==> src/shared/wakeup_strap_map.svh <==
// Constants for the host wake-up strap decoder: field positions, widths,
// reset values and timing counts.
// Assumes inclusion by bare name from design files.
`ifndef WAKEUP_STRAP_MAP_SVH
`define WAKEUP_STRAP_MAP_SVH

`define WK_VALUE_W       16
`define WK_ADDR_W        20
`define WK_SEG_SHIFT     4
`define WK_PAGE_W        4
`define WK_PORT8_W       8
`define WK_INT_LINES     8
`define WK_INT_SEL_W     3
`define WK_PAGE_LOW      4'h0
`define WK_PAGE_HIGH     4'hF
`define WK_VALUE_RST     16'h0000
`define WK_INT_IDLE      8'hFF
// Settle time after reset before straps are taken, in ns
`define WK_SETTLE_NS     20
`define WK_CLK_NS        5
`define WK_SETTLE_CYC    ((`WK_SETTLE_NS + `WK_CLK_NS - 1) / `WK_CLK_NS)

`endif

==> src/shared/wakeup_strap_pkg.sv <==
// Types for the host wake-up strap decoder.
// Assumes the constants header is compiled alongside.
package wakeup_strap_pkg;

	typedef enum logic [1:0] {
		ST_RESET  = 2'b00,
		ST_SETTLE = 2'b01,
		ST_RUN    = 2'b10
	} phase_e;

	typedef logic [15:0] wakeValue_t;

endpackage

==> src/verilog/strap_sampler.sv <==
// Two-stage synchroniser and capture register for the strap inputs.
// Assumes straps are quasi-static board levels from outside the clock domain.
`timescale 1ns/1ps
`include "wakeup_strap_map.svh"

module strap_sampler #(
	parameter int W = 8
) (
	input  wire logic         sys_clk,
	input  wire logic         arst_n,
	input  wire logic         capture,
	input  wire logic [W-1:0] pins,
	output logic      [W-1:0] held
);
	typedef struct packed {
		logic [W-1:0] meta;
		logic [W-1:0] sync;
		logic [W-1:0] held;
	} state_s;

	state_s state_q;
	state_s state_d;

	always_comb begin
		state_d = state_q;
		state_d.meta = pins;
		state_d.sync = state_q.meta;
		if (capture) begin
			state_d.held = state_q.sync;
		end
	end

	always_ff @(posedge sys_clk or negedge arst_n) begin
		if (!arst_n) begin
			state_q <= '0;
		end else begin
			state_q <= state_d;
		end
	end

	assign held = state_q.held;
endmodule

==> src/verilog/host_wakeup_strap_decoder.sv <==
// Decodes board straps that set up the link to the host: wake-up memory
// address, wake-up I/O port match, data width and interrupt line steering.
// Assumes straps are static board levels; host bus cycles arrive as
// synchronous requests on sys_clk.
// Functional notes
// Sixteen wake-up straps read 1 if fitted, 0 if absent, as bits 15 to 0.
// The value is a zero-offset segment shifted left by four into 20 bits.
// Top four bits of 24-bit addresses are 0 without page strap, F with it.
// Port number is bits 0-7 of value in 8-bit mode, 0-15 in 16-bit mode.
// Port width strap fitted selects 16-bit port decoding, absent 8-bit.
// Bus width strap fitted selects a 16-bit data path, absent an 8-bit one.
// With 16-bit width, memory transfers are 16-bit where memory allows it.
// Interrupt request drives one of eight active-low lines, set by strap.
// Host keeps four blocks; device reads the first at the wake-up address.
// Host signals via the wake-up port; matching accesses are recognised.
// All straps are sampled after reset and held constant during operation.
`timescale 1ns/1ps
`include "wakeup_strap_map.svh"

module host_wakeup_strap_decoder (
	input  wire logic        sys_clk,
	input  wire logic        arst_n,
	input  wire logic [7:0]  wakeupHighByteStraps,
	input  wire logic [9:0]  wakeupLowByteAndWidthStraps,
	input  wire logic        topPageSelectStrap,
	input  wire logic [2:0]  interruptLineSelectStrap,
	input  wire logic        intRequest,
	input  wire logic        memWideCapable,
	input  wire logic        ioAccess,
	input  wire logic [15:0] ioPortAddr,
	output logic             strapsValid,
	output logic [19:0]      wakeupAddr,
	output logic [23:0]      wakeupAddr24,
	output logic [15:0]      wakeupPort,
	output logic             portWide,
	output logic             busWide,
	output logic             memXferWide,
	output logic             wakeupHit,
	output logic [7:0]       intLine_n
);
	// Low straps: [7:0] value bits 7..0, [8] port width, [9] bus width
	localparam int NSTRAP = 8 + 10 + 1 + 3;

	typedef struct packed {
		wakeup_strap_pkg::phase_e     phase;
		logic [2:0]                   settle;
		logic                         valid;
		logic [19:0]                  addr;
		logic [23:0]                  addr24;
		logic [15:0]                  port;
		logic                         portWide;
		logic                         busWide;
		logic                         memWide;
		logic                         hit;
		logic [7:0]                   intLine;
	} state_s;

	state_s state_q;
	state_s state_d;

	logic                       capture;
	logic [NSTRAP-1:0]          strapPins;
	logic [NSTRAP-1:0]          strapHeld;
	wakeup_strap_pkg::wakeValue_t wakeValue;
	logic                       heldPortWide;
	logic                       heldBusWide;
	logic                       heldPage;
	logic [2:0]                 heldIntSel;

	// Port number under the chosen decode width
	function automatic logic [15:0] portOf(input logic [15:0] v,
					       input logic wide);
		portOf = wide ? v : {8'h00, v[7:0]};
	endfunction

	assign strapPins = {interruptLineSelectStrap, topPageSelectStrap,
			    wakeupLowByteAndWidthStraps, wakeupHighByteStraps};

	// Straps are pins, so they pass two flops before the capture register
	strap_sampler #(.W(NSTRAP)) u_sampler (
		.sys_clk (sys_clk),
		.arst_n  (arst_n),
		.capture (capture),
		.pins    (strapPins),
		.held    (strapHeld)
	);

	// Fitted strap is a one, absent a zero; high byte holds bits 15..8
	assign wakeValue    = {strapHeld[7:0], strapHeld[15:8]};
	assign heldPortWide = strapHeld[16];
	assign heldBusWide  = strapHeld[17];
	assign heldPage     = strapHeld[18];
	assign heldIntSel   = strapHeld[21:19];

	// Capture once the synchroniser has filled after reset, then freeze
	assign capture = (state_q.phase == wakeup_strap_pkg::ST_SETTLE) &&
			 (state_q.settle == 3'(`WK_SETTLE_CYC));

	always_comb begin
		state_d = state_q;
		unique case (state_q.phase)
			wakeup_strap_pkg::ST_RESET: begin
				state_d.phase = wakeup_strap_pkg::ST_SETTLE;
				state_d.settle = 3'h0;
			end
			wakeup_strap_pkg::ST_SETTLE: begin
				state_d.settle = state_q.settle + 3'h1;
				if (capture) begin
					state_d.phase = wakeup_strap_pkg::ST_RUN;
				end
			end
			wakeup_strap_pkg::ST_RUN: begin
				state_d.valid = 1'b1;
			end
			default: begin
				state_d.phase = wakeup_strap_pkg::ST_RESET;
			end
		endcase

		// Derived fields settle one cycle after capture and never move
		if (state_q.phase == wakeup_strap_pkg::ST_RUN) begin
			state_d.addr = {wakeValue, 4'h0};
			state_d.addr24 = {heldPage ? `WK_PAGE_HIGH : `WK_PAGE_LOW,
					  wakeValue, 4'h0};
			state_d.port = portOf(wakeValue, heldPortWide);
			state_d.portWide = heldPortWide;
			state_d.busWide = heldBusWide;
		end

		// Wide memory transfers only with the bus width strap fitted and the memory capable
		state_d.memWide = state_q.valid && state_q.busWide &&
				  memWideCapable;

		// Upper port bits are ignored in 8-bit decode
		state_d.hit = state_q.valid && ioAccess &&
			      (portOf(ioPortAddr, state_q.portWide) ==
			       state_q.port);

		// Exactly one line low while requesting once straps are valid, all high otherwise
		state_d.intLine = `WK_INT_IDLE;
		if (state_q.valid && intRequest) begin
			state_d.intLine = ~(8'h01 << heldIntSel);
		end
	end

	always_ff @(posedge sys_clk or negedge arst_n) begin
		if (!arst_n) begin
			state_q <= '{phase: wakeup_strap_pkg::ST_RESET,
				     intLine: `WK_INT_IDLE, default: '0};
		end else begin
			state_q <= state_d;
		end
	end

	assign strapsValid  = state_q.valid;
	assign wakeupAddr   = state_q.addr;
	assign wakeupAddr24 = state_q.addr24;
	assign wakeupPort   = state_q.port;
	assign portWide     = state_q.portWide;
	assign busWide      = state_q.busWide;
	assign memXferWide  = state_q.memWide;
	assign wakeupHit    = state_q.hit;
	assign intLine_n    = state_q.intLine;
endmodule

==> config.mk <==
export PLATFORM = sky130hd
export DESIGN_NAME = host_wakeup_strap_decoder
export DESIGN_NICKNAME = d
export VERILOG_FILES = /design/src/shared/wakeup_strap_pkg.sv /design/src/verilog/strap_sampler.sv /design/src/verilog/host_wakeup_strap_decoder.sv
export VERILOG_INCLUDE_DIRS = /design/src /design/src/shared
export SDC_FILE = /design/constraint.sdc
export NUM_CORES = 1
export LEC_CHECK = 0
export ABC_AREA = 0
export BUFFER_PORTS_ARGS = -buffer_cell sky130_fd_sc_hd__buf_4
export CELL_PAD_IN_SITES_DETAIL_PLACEMENT = 0
export CELL_PAD_IN_SITES_GLOBAL_PLACEMENT = 1
export CORE_ASPECT_RATIO = 0.7
export CORE_UTILIZATION = 44
export DETAILED_ROUTE_END_ITERATION = 6
export PLACE_DENSITY = 0.92
export SLEW_MARGIN = 10
export SYNTH_ARGS = -nofsm -noshare
export SYNTH_HDL_FRONTEND = slang
export SYNTH_SLANG_ARGS = --single-unit
==> constraint.sdc <==
create_clock -name sys_clk -period 5.2 [get_ports sys_clk]
set_clock_uncertainty 0.1 [all_clocks]
set_input_delay 0 -clock sys_clk [delete_from_list [all_inputs] [get_ports sys_clk]]
set_output_delay 0 -clock sys_clk [all_outputs]
set_load 0.02 [all_outputs]
* Word level (Yosys, flattened, before mapping)
Cells that the tools add are included.
Word-level totals: logic and storage cells 39, bits in registers 136, output and inout bits 73, input bits 43
Operators by class: equal/unequal tests 5, bitwise operators 2, multiplexer cells 7, shifts and indexed selects 1, add/subtract/negate cells 1, reduce and logical (&&, ||, !) cells 9
Operator list (number):
- 2-to-1 mux 16 bit | 2
- == test 16 bit | 1
- 2-to-1 mux 8 bit | 1
- inverter 8 bit | 1
- << shifter 1 x 3 -> 8 bit (first input constant) | 1
- logical AND 1 bit | 6
- case mux 2 bit (3 select lines) | 1
- case mux 3 bit (2 select lines) | 1
- 2-to-1 mux 4 bit | 1
- adder 3 x 1 -> 3 bit (second input constant) | 1
- == test 3 bit (second input constant) | 1
- == test 2 x 1 -> 1 bit (second input constant) | 1
- == test 2 bit (second input constant) | 1
- zero test 2 bit | 1
- 2-to-1 mux 2 bit | 1
- != test 2 bit (second input constant) | 1
- AND reduction 2 bit | 1
- nonzero test 2 bit | 1
- inverter 1 bit | 1

* Depth between registers and ports, before layout
Gate-level depths: netlist of the first run.
depth after elaboration 4, depth in mapped cells 6, gate-level depth less buffers 4

* Hierarchy
Synthesis of the first run repeated with hierarchy kept, for this count alone.
Second synthesis, totals: cells, all modules 344, area, all modules 4539.4 um^2
By module, submodules not included:
- host_wakeup_strap_decoder | area each 2452.4 um^2, instances 1, cells each 232
- strap_sampler | area each 2087.0 um^2, instances 1, cells each 112

* Worst setup path after synthesis of the first run
OpenSTA, ideal clock, no wires.
path type flip-flop to flip-flop, start register state_q, in the netlist strapsValid, end register state_q, in the netlist wakeupHit, path buffers 0, cell stages (with the launch flop) 5, arrival 1.636 ns, setup time 0.111 ns, path slack 3.352 ns, cell sequence dfrtp_1 -> nand2_1 -> a211o_1 -> or4_1 -> a2111oi_2
RTL lines:
- start, declared | RTL line host_wakeup_strap_decoder.sv:58 | state_s state_q;
- start signal, assigned | RTL line host_wakeup_strap_decoder.sv:148 | state_q <= '{phase: wakeup_strap_pkg::ST_RESET,
- start signal, assigned | RTL line host_wakeup_strap_decoder.sv:151 | state_q <= state_d;

==> impl_metrics.toml, run 1 <==
[run_status]
outcome = "completed"

[clock_tree]
tritoncts = "done"
cts_setup_buffers = 0
root_buffer = "clkbuf_16"
clock_path_buffers = 2
path_clk_slew_ps = 60
htreeDepth = 3
insertion_delay_ps = 340
cts.sinks = 109
cts_resized = 0
cts_hold_buf = 28
numCtsBuffers = 9

[floorplanning]
initial_core_util_pct = 46.2
die_w_um = 120
core_area_mm2 = 0.00925
dieArea_mm2 = 0.0101
boundaryPins = 116
rows = 29
die_h_um = 84.5

[sta]
period_share_pct = 48.6
hold_viol = 0
tightest_slew_ps = 827
slew_viol_final = 0
fin_hold_ws_ps = 90.3
rsz0062_at_grt = "false"
slew_headroom_pct = 44.8
max_freq_mhz = 396
setup_viol = 0
final.setup.tns_ps = 0
layout_min_cycle_time_ps = 2530

[global_routing]
grt.overflow.total = 0
grt_util_all_layers_pct = 16.0
grt_pass1_vias = 2504
grt_max_degree = 65
grt_pass1_wl_um = 12100
antenna_found_initial = 0

[pwr]
ir_drop_uv = 236
p_leak_nw = 2.42
power_mw = 1.70
power_density_mw_per_mm2 = 322

[place]
gp_congestion = 0.791
port_buffers = 107
hpwl_um = 4980
place_inst = 484

[critical_path]
r2r_slack_ps = 2670
worst_setup_path_start_kind = "flop"
cp-startpoint = "wakeupPort[7]"
cp.arrival_ps = 2710
path_class = "flop to flop"
rr_endpoint = "wakeupHit"
slowest_delay_ps = 590
worstRegToRegCells = 5
crit_required_ps = 5380
end_kind = "flop"
cp_slowest_cell = "dlygate4sd3_1"
crit_fanout = 5
r2r_start = "wakeupPort[7]"
crit_chain = "xor2_1 > a211o_1 > or4_1 > a2111oi_2 > dlygate4sd3_1"
endpoint = "wakeupHit"

[cells_and_area]
final_cell_mix = "109 x buf_4, 101 x dfrtp_1, 37 x mux2_2"
drive_gt1_share_pct = 42.8
fin_cells = 528
syn2layout_area_growth_pct = 23.5
antennaDiodeCount = 0
nFillCells = 753
final_common_cell = "buf_4"
utilization_pct = 57.1
nNetsFinal = 444

[run]
drv_cap = 0

[route]
avgViaCountPerCell = 4.63
drtAntennaViolNets = 0
wl_um = 7390
via_count = 2445
drtIter0Drc = 127
wl_per_cell_um = 14.0
drtPass1Iterations = 4
drc = 0

[synthesis]
synthCells = 320
synth.distinct_cells = 36
synthesis.area_mm2 = 0.00428
yosys_warnings = 0
synth_edf_count = 0
avgSynthCellArea_um2 = 13.4
ys_seq_area_share_pct = 64.0
ys_ff_latch = 109
ys.flop_type = "dfrtp_1"
async_flop_share_pct = 100

[hold_path]
min_path_type = "input pin to async pin"
routing by layer:
layer	GRT usage [%]	vias to the layer above	wire (µm)
met1	18.9	1206	3100
li1	-	1141	-
met4	6.82	0	149
met3	5.57	20	366
met2	26.7	78	3770
met5	0	-	0
worst max-delay path: cells and delay by family (launching register included):
family,cells,cell delay [ps]
AO/OA/AOI/OAI,2,600
XOR/XNOR,1,200
buffers and inverters,1,590
flip-flops,1,440
AND/OR/NAND/NOR,1,540
worst min-delay path by stage:
| stage | to | cells past startpoint | start |
|---|---|---|---|
| final | u_sampler.state_d[22] | 2 | arst_n |
| after floorplan | busWide | 0 | arst_n |
| after global placement | u_sampler.state_d[22] | 1 | arst_n |
| after global routing | u_sampler.state_d[22] | 2 | arst_n |
| after CTS | u_sampler.state_d[22] | 2 | arst_n |
| after detailed placement | u_sampler.state_d[22] | 1 | arst_n |
logic make-up (layout without fill, tap and decap cells):
| kind of cell | after synthesis | count (layout) | share of synthesized area (%) |
|---|---|---|---|
| compound gates | 21 | 21 | 3.22 |
| mux | 42 | 42 | 11.0 |
| simple gates | 52 | 52 | 5.67 |
| other cells | 1 | 8 | 0.0877 |
| fa+ha+maj | 2 | 2 | 0.585 |
| xor+xnor | 10 | 10 | 2.05 |
| flops | 109 | 109 | 64.0 |
| buf+inv | 83 | 160 | 13.4 |
synth_stat cells (2+ instances only):
library cell	number	share of area (%)
buf_2	4	0.47
ha_1	2	0.58
nor2b_1	2	0.29
buf_4	68	12
inv_1	7	0.61
o21ai_0	10	1.2
dfstp_2	8	4.9
and3_2	2	0.35
xor2_1	3	0.61
nand4b_1	2	0.41
o22ai_1	3	0.44
nand2b_1	2	0.29
mux2_1	4	1.1
clkbuf_1	3	0.26
xnor2_1	7	1.4
nand2_1	31	2.7
nand3_1	4	0.47
dfrtp_1	101	59
nor2_1	4	0.35
mux2_2	37	9.7
power by group:
part	total, mW	leakage, nW	switching (mW)	internal, mW
Sequential	0.914	1.27	0.0259	0.888
Combinational	0.168	1.02	0.0835	0.0842
Clock	0.619	0.136	0.283	0.336
through the flow:
step           cell area, µm²  setup WS [ps]
3_3_place_gp             4730           3270
4_1_cts                  5290           2710
6_report                 5290           2670
2_1_floorplan            4300           3350
5_1_grt                  5290           2560
3_5_place_dp             4730           3210
flip-flops by register name, indices dropped and copies added (netlist names):
register / count
memXferWide: 1
u_sampler.held: 22
portWide: 1
strapsValid: 1
u_sampler.state_q: 22
u_sampler.state_d: 22
wakeupPort: 16
wakeupAddr24: 9
wakeupHit: 1
state_q: 5
busWide: 1
intLine_n: 8
final cells by class:
type	instances	area, µm²	share of cell area (%)
sequential	109	2740	51.8
timing repair buffer	137	1100	20.8
multi-input combinational	135	997	18.9
clock buffer	12	246	4.66
tap	124	155	2.94
inverter	7	26.3	0.497
clock inverter	4	23.8	0.450
Power figures use the tool's default switching activity.
==> inputs of run 2 (changes only) <==
--- a/config.mk
+++ b/config.mk
@@ -11,9 +11,9 @@
 export CELL_PAD_IN_SITES_DETAIL_PLACEMENT = 0
 export CELL_PAD_IN_SITES_GLOBAL_PLACEMENT = 1
 export CORE_ASPECT_RATIO = 0.7
-export CORE_UTILIZATION = 44
+export CORE_UTILIZATION = 41
 export DETAILED_ROUTE_END_ITERATION = 6
-export PLACE_DENSITY = 0.92
+export PLACE_DENSITY = 0.87
 export SLEW_MARGIN = 10
 export SYNTH_ARGS = -nofsm -noshare
 export SYNTH_HDL_FRONTEND = slang
==> constraint.sdc (replaced) <==
create_clock -name sys_clk -period 2.5 [get_ports sys_clk]
set_clock_uncertainty 0.1 [all_clocks]
set_input_delay 0 -clock sys_clk [delete_from_list [all_inputs] [get_ports sys_clk]]
set_output_delay 0 -clock sys_clk [all_outputs]
set_load 0.02 [all_outputs]
==> impl_metrics.toml, run 2 (synthesized netlist as in run 1, its figures left out) <==
[run_status]
outcome = "completed"

[floorplanning]
die_h_um = 87.5
boundaryPins = 116
die_w_um = 124
rows = 30
core_area_mm2 = 0.00991
initial_core_util_pct = 43.2
dieArea_mm2 = 0.0109

[sta]
slew_viol_final = 0
max_freq_mhz = 485
tightest_slew_ps = 844
period_share_pct = 82.6
rsz0062_at_grt = "false"
hold_viol = 0
slew_headroom_pct = 43.7
setup_viol = 0
final.setup.tns_ps = 0
worst_slack_ps = 436
layout_min_cycle_time_ps = 2060

[global_routing]
grt_max_degree = 62
grt_pass1_vias = 2463
antenna_found_initial = 0
grt_pass1_wl_um = 11700
use_met3_pct = 5.63
use_met2_pct = 24.7
grt.overflow.total = 0
grt-busiest-layer = "met2"
grt_util_all_layers_pct = 14.7
use_met1_pct = 17.6

[clock_tree]
root_buffer = "clkbuf_16"
cts.sinks = 109
clock_path_buffers = 2
numCtsBuffers = 9
insertion_delay_ps = 340
path_clk_slew_ps = 60
htreeDepth = 3
tritoncts = "done"

[cells_and_area]
nNetsFinal = 449
syn2layout_area_growth_pct = 25.5
multi_input_area_um2 = 997
final_common_cell = "buf_4"
antennaDiodeCount = 0
drive_gt1_share_pct = 42.8
final_cell_mix = "110 x buf_4, 101 x dfrtp_1, 37 x mux2_2"
seqCellArea_mm2 = 0.00274
fin_cells = 537
nFillCells = 859

[critical_path]
end_kind = "flop"
cp.arrival_ps = 2190
worst_setup_path_start_kind = "flop"
crit_fanout = 4
crit_required_ps = 2620
path_class = "flop to flop"

[pwr]
power_density_mw_per_mm2 = 676
ir_drop_uv = 451
p_leak_nw = 2.45

[route]
wl_um = 7300
via_count = 2410
drtPass1Iterations = 4
drtAntennaViolNets = 0
drtIter0Drc = 98
wl_per_cell_um = 13.6
avgViaCountPerCell = 4.49
drc = 0

[hold_path]
min_path_type = "input pin to flop"

[place]
gp_congestion = 0.713
hpwl_um = 5020
place_inst = 489
pre_cts_ws_ps = 624
port_buffers = 107

[run]
drv_cap = 0
-- run 2: report_power, final --
part / total [mW] / internal [mW] / switching, mW / leakage, nW
sequential: 1.90 / 1.85 / 0.0530 / 1.27
clock: 1.37 / 0.779 / 0.593 / 0.136
combinational: 0.358 / 0.183 / 0.174 / 1.04
total: 3.63 / 2.81 / 0.820 / 2.45
-- run 2: path summary, 6_finish.rpt --
path / end / cells after the start / from / slack [ps]
max reg2reg: wakeupHit / 5 / wakeupPort[10] / 440
max: wakeupHit / 5 / wakeupPort[10] / 440
max in group asynchronous: intLine_n[5] / 3 / arst_n / 1400
min: wakeupHit / 5 / ioAccess / 10
min reg2reg: u_sampler.state_q[42] / 0 / u_sampler.state_d[42] / 250
min in group asynchronous: u_sampler.state_d[24] / 2 / arst_n / 110
-- run 2: timing repair --
action                                  in CTS  in global routing
endpoints found under the setup margin       0                  1
gates resized for setup                      0                  0
hold buffers                                28                  4
hold endpoints to repair                    80                  1
buffers inserted                             0                  1
-- run 2: layout make-up --
cell class / instances / area share, %
flip-flops and latches: 109 / 51.0
repair buffers: 142 / 21.5
multi-input cells: 135 / 18.6
clock buffers: 11 / 4.33
well taps: 128 / 2.98
clock inverters: 5 / 1.10
inverters: 7 / 0.489
-- run 2: worst max-delay path, cell delays in order (launching register included) --
cell	delay, ps
dfrtp_1	440
xor2_1	160
a221oi_1	210
dlygate4sd3_1	580
o2111ai_1	140
a2111oi_2	320
-- run 2: per-stage QoR --
stage	area (µm²)	utilization (%)	power [mW]	hold slack (ps)
finish	5370	54.2	3.63	14.6
detailed placement	4760	48.0	2.25	-49.2
global route	5370	54.2	3.79	29.1
CTS	5330	53.8	3.67	127
global placement	4760	48.0	2.25	-54.8
floorplan	4300	-	2.13	-396
-- run 2: layer usage --
| layer | up-vias | part of all wire, % |
|---|---|---|
| met3 | 4 | 6.6 |
| met2 | 73 | 50 |
| met4 | 0 | 0.48 |
| met5 | - | 0 |
| met1 | 1184 | 43 |
| li1 | 1149 | - |
==> inputs of run 3 (changes only) <==
--- a/config.mk
+++ b/config.mk
@@ -11,9 +11,9 @@
 export CELL_PAD_IN_SITES_DETAIL_PLACEMENT = 0
 export CELL_PAD_IN_SITES_GLOBAL_PLACEMENT = 1
 export CORE_ASPECT_RATIO = 0.7
-export CORE_UTILIZATION = 41
+export CORE_UTILIZATION = 37
 export DETAILED_ROUTE_END_ITERATION = 6
-export PLACE_DENSITY = 0.87
+export PLACE_DENSITY = 0.84
 export SLEW_MARGIN = 10
 export SYNTH_ARGS = -nofsm -noshare
 export SYNTH_HDL_FRONTEND = slang
==> constraint.sdc (replaced) <==
create_clock -name sys_clk -period 1.71 [get_ports sys_clk]
set_clock_uncertainty 0.1 [all_clocks]
set_input_delay 0 -clock sys_clk [delete_from_list [all_inputs] [get_ports sys_clk]]
set_output_delay 0 -clock sys_clk [all_outputs]
set_load 0.02 [all_outputs]
==> impl_metrics.toml, run 3 (synthesized netlist as in run 1, its figures left out) <==
[pwr]
intPower_mw = 4.05
pwr-share-clk_pct = 36.3
power_density_mw_per_mm2 = 942
p_leak_nw = 2.53
comb_power_share_pct = 10.6
ir_drop_uv = 471
power_mw = 5.22
netSwitchingFraction_pct = 22.4
p_seq_share_pct = 53.1
switching_power_mw = 1.17

[route]
drtPass1Iterations = 4
drtAntennaViolNets = 0
drc = 0
wl_per_cell_um = 13.3
wl_um = 7700
via_count = 2494
avgViaCountPerCell = 4.32
drtIter0Drc = 66

[global_routing]
grt_pass1_wl_um = 12400
grt_util_all_layers_pct = 14.2
antenna_found_initial = 0
grt_max_degree = 42
grt_pass1_vias = 2562
grt.overflow.total = 0

[place]
placed_area_mm2 = 0.00491
place_inst = 527
hpwl_um = 5450
port_buffers = 107
gp_congestion = 0.807

[sta]
setup_viol = 1
hold_viol = 0
layout_min_cycle_time_ps = 1740
slew_viol_final = 0
slew_headroom_pct = 64.9
rsz0062_at_grt = "true"
max_freq_mhz = 576
tightest_slew_ps = 527
worst_slack_ps = -26.0
period_share_pct = 102

[cells_and_area]
final_common_cell = "buf_4"
nNetsFinal = 464
final_cell_mix = "121 x buf_4, 100 x dfrtp_1, 37 x mux2_2"
fin_cells = 577
drive_gt1_share_pct = 44.8
nFillCells = 983
finalInstanceArea_mm2 = 0.00554
syn2layout_area_growth_pct = 29.5
antennaDiodeCount = 0
multi_input_area_mm2 = 0.00101
seqCellArea_mm2 = 0.00274

[critical_path]
crit_fanout = 2
cp.arrival_ps = 1870
path_class = "flop to flop"
worst_setup_path_start_kind = "flop"
crit_required_ps = 1840
end_kind = "flop"

[clock_tree]
insertion_delay_ps = 340
htreeDepth = 3
root_buffer = "clkbuf_16"
clock_path_buffers = 2
tritoncts = "done"
cts.sinks = 109
path_clk_slew_ps = 60
numCtsBuffers = 9

[hold_path]
min_path_type = "input pin to flop"

[floorplanning]
dieArea_mm2 = 0.0120
initial_core_util_pct = 38.4
die_w_um = 131
die_h_um = 92.0
boundaryPins = 116
core_area_mm2 = 0.0111
rows = 32

[run]
drv_cap = 0

[run_status]
outcome = "finished with violations"
failed_checks = "negative setup slack"
==> run 3: what timing repair did <==
| action | 4_1_cts | 5_1_grt |
|---|---|---|
| gates resized for setup | 0 | 2 |
| hold buffers | 33 | 0 |
| pin swaps | 3 | 1 |
| buffers inserted | 0 | 1 |
| hold endpoints to repair | 141 | 0 |
| gates cloned | 0 | 0 |
| endpoints found under the setup margin | 1 | 1 |
==> run 3: cell type report <==
class                      instances  share of cell area (%)
multi-input combinational        135                    18.2
clock buffer                      14                    4.77
timing repair buffer             157                    23.5
tap                              153                    3.46
sequential                       109                    49.5
inverter                           7                   0.474
clock inverter                     2                   0.181
==> run 3: final timing paths <==
kind	start	endpoint	cells after the start	slack (ps)
setup / recovery	wakeupPort[7]	wakeupHit	4	-30
hold / removal	ioPortAddr[8]	wakeupHit	4	30
setup reg to reg	wakeupPort[7]	wakeupHit	4	-30
hold reg to reg	u_sampler.state_d[29]	u_sampler.state_q[29]	0	250
max in group asynchronous	arst_n	strapsValid	3	850
min in group asynchronous	arst_n	u_sampler.state_d[24]	2	70
==> run 3: layer usage <==
layer	wire (µm)	vias up	track usage (%)
met3	453	10	5.13
met5	0	-	0
met4	103	0	5.75
li1	-	1178	-
met1	3370	1225	17.0
met2	3780	81	23.1
==> run 3: per-stage QoR <==
step	util [%]	setup TNS, ps	hold slack (ps)	setup WS (ps)
floorplan	-	0	-396	1.86
global placement	44.2	-123	-99.3	-123
detailed placement	44.2	-226	-87.3	-226
CTS	49.6	-28.6	19.0	-28.6
global route	49.8	-73.4	25.8	-73.4
finish	49.8	-26.0	29.7	-26.0
==> run 3: worst max-delay path, cell delays in order, from the launching register on <==
cell	delay [ps]
dfrtp_1	400
xor2_1	160
a211o_1	230
or4_4	530
a2111oi_2	210
==> run 3: power by group through the flow <==
stage | combinational, mW | sequential, mW | clock (mW)
floorplan | 0.316 | 2.80 | 0
global placement | 0.489 | 2.81 | 0
detailed placement | 0.499 | 2.82 | 0
CTS | 0.561 | 2.77 | 1.97
global route | 0.605 | 2.78 | 2.08
finish | 0.556 | 2.77 | 1.89
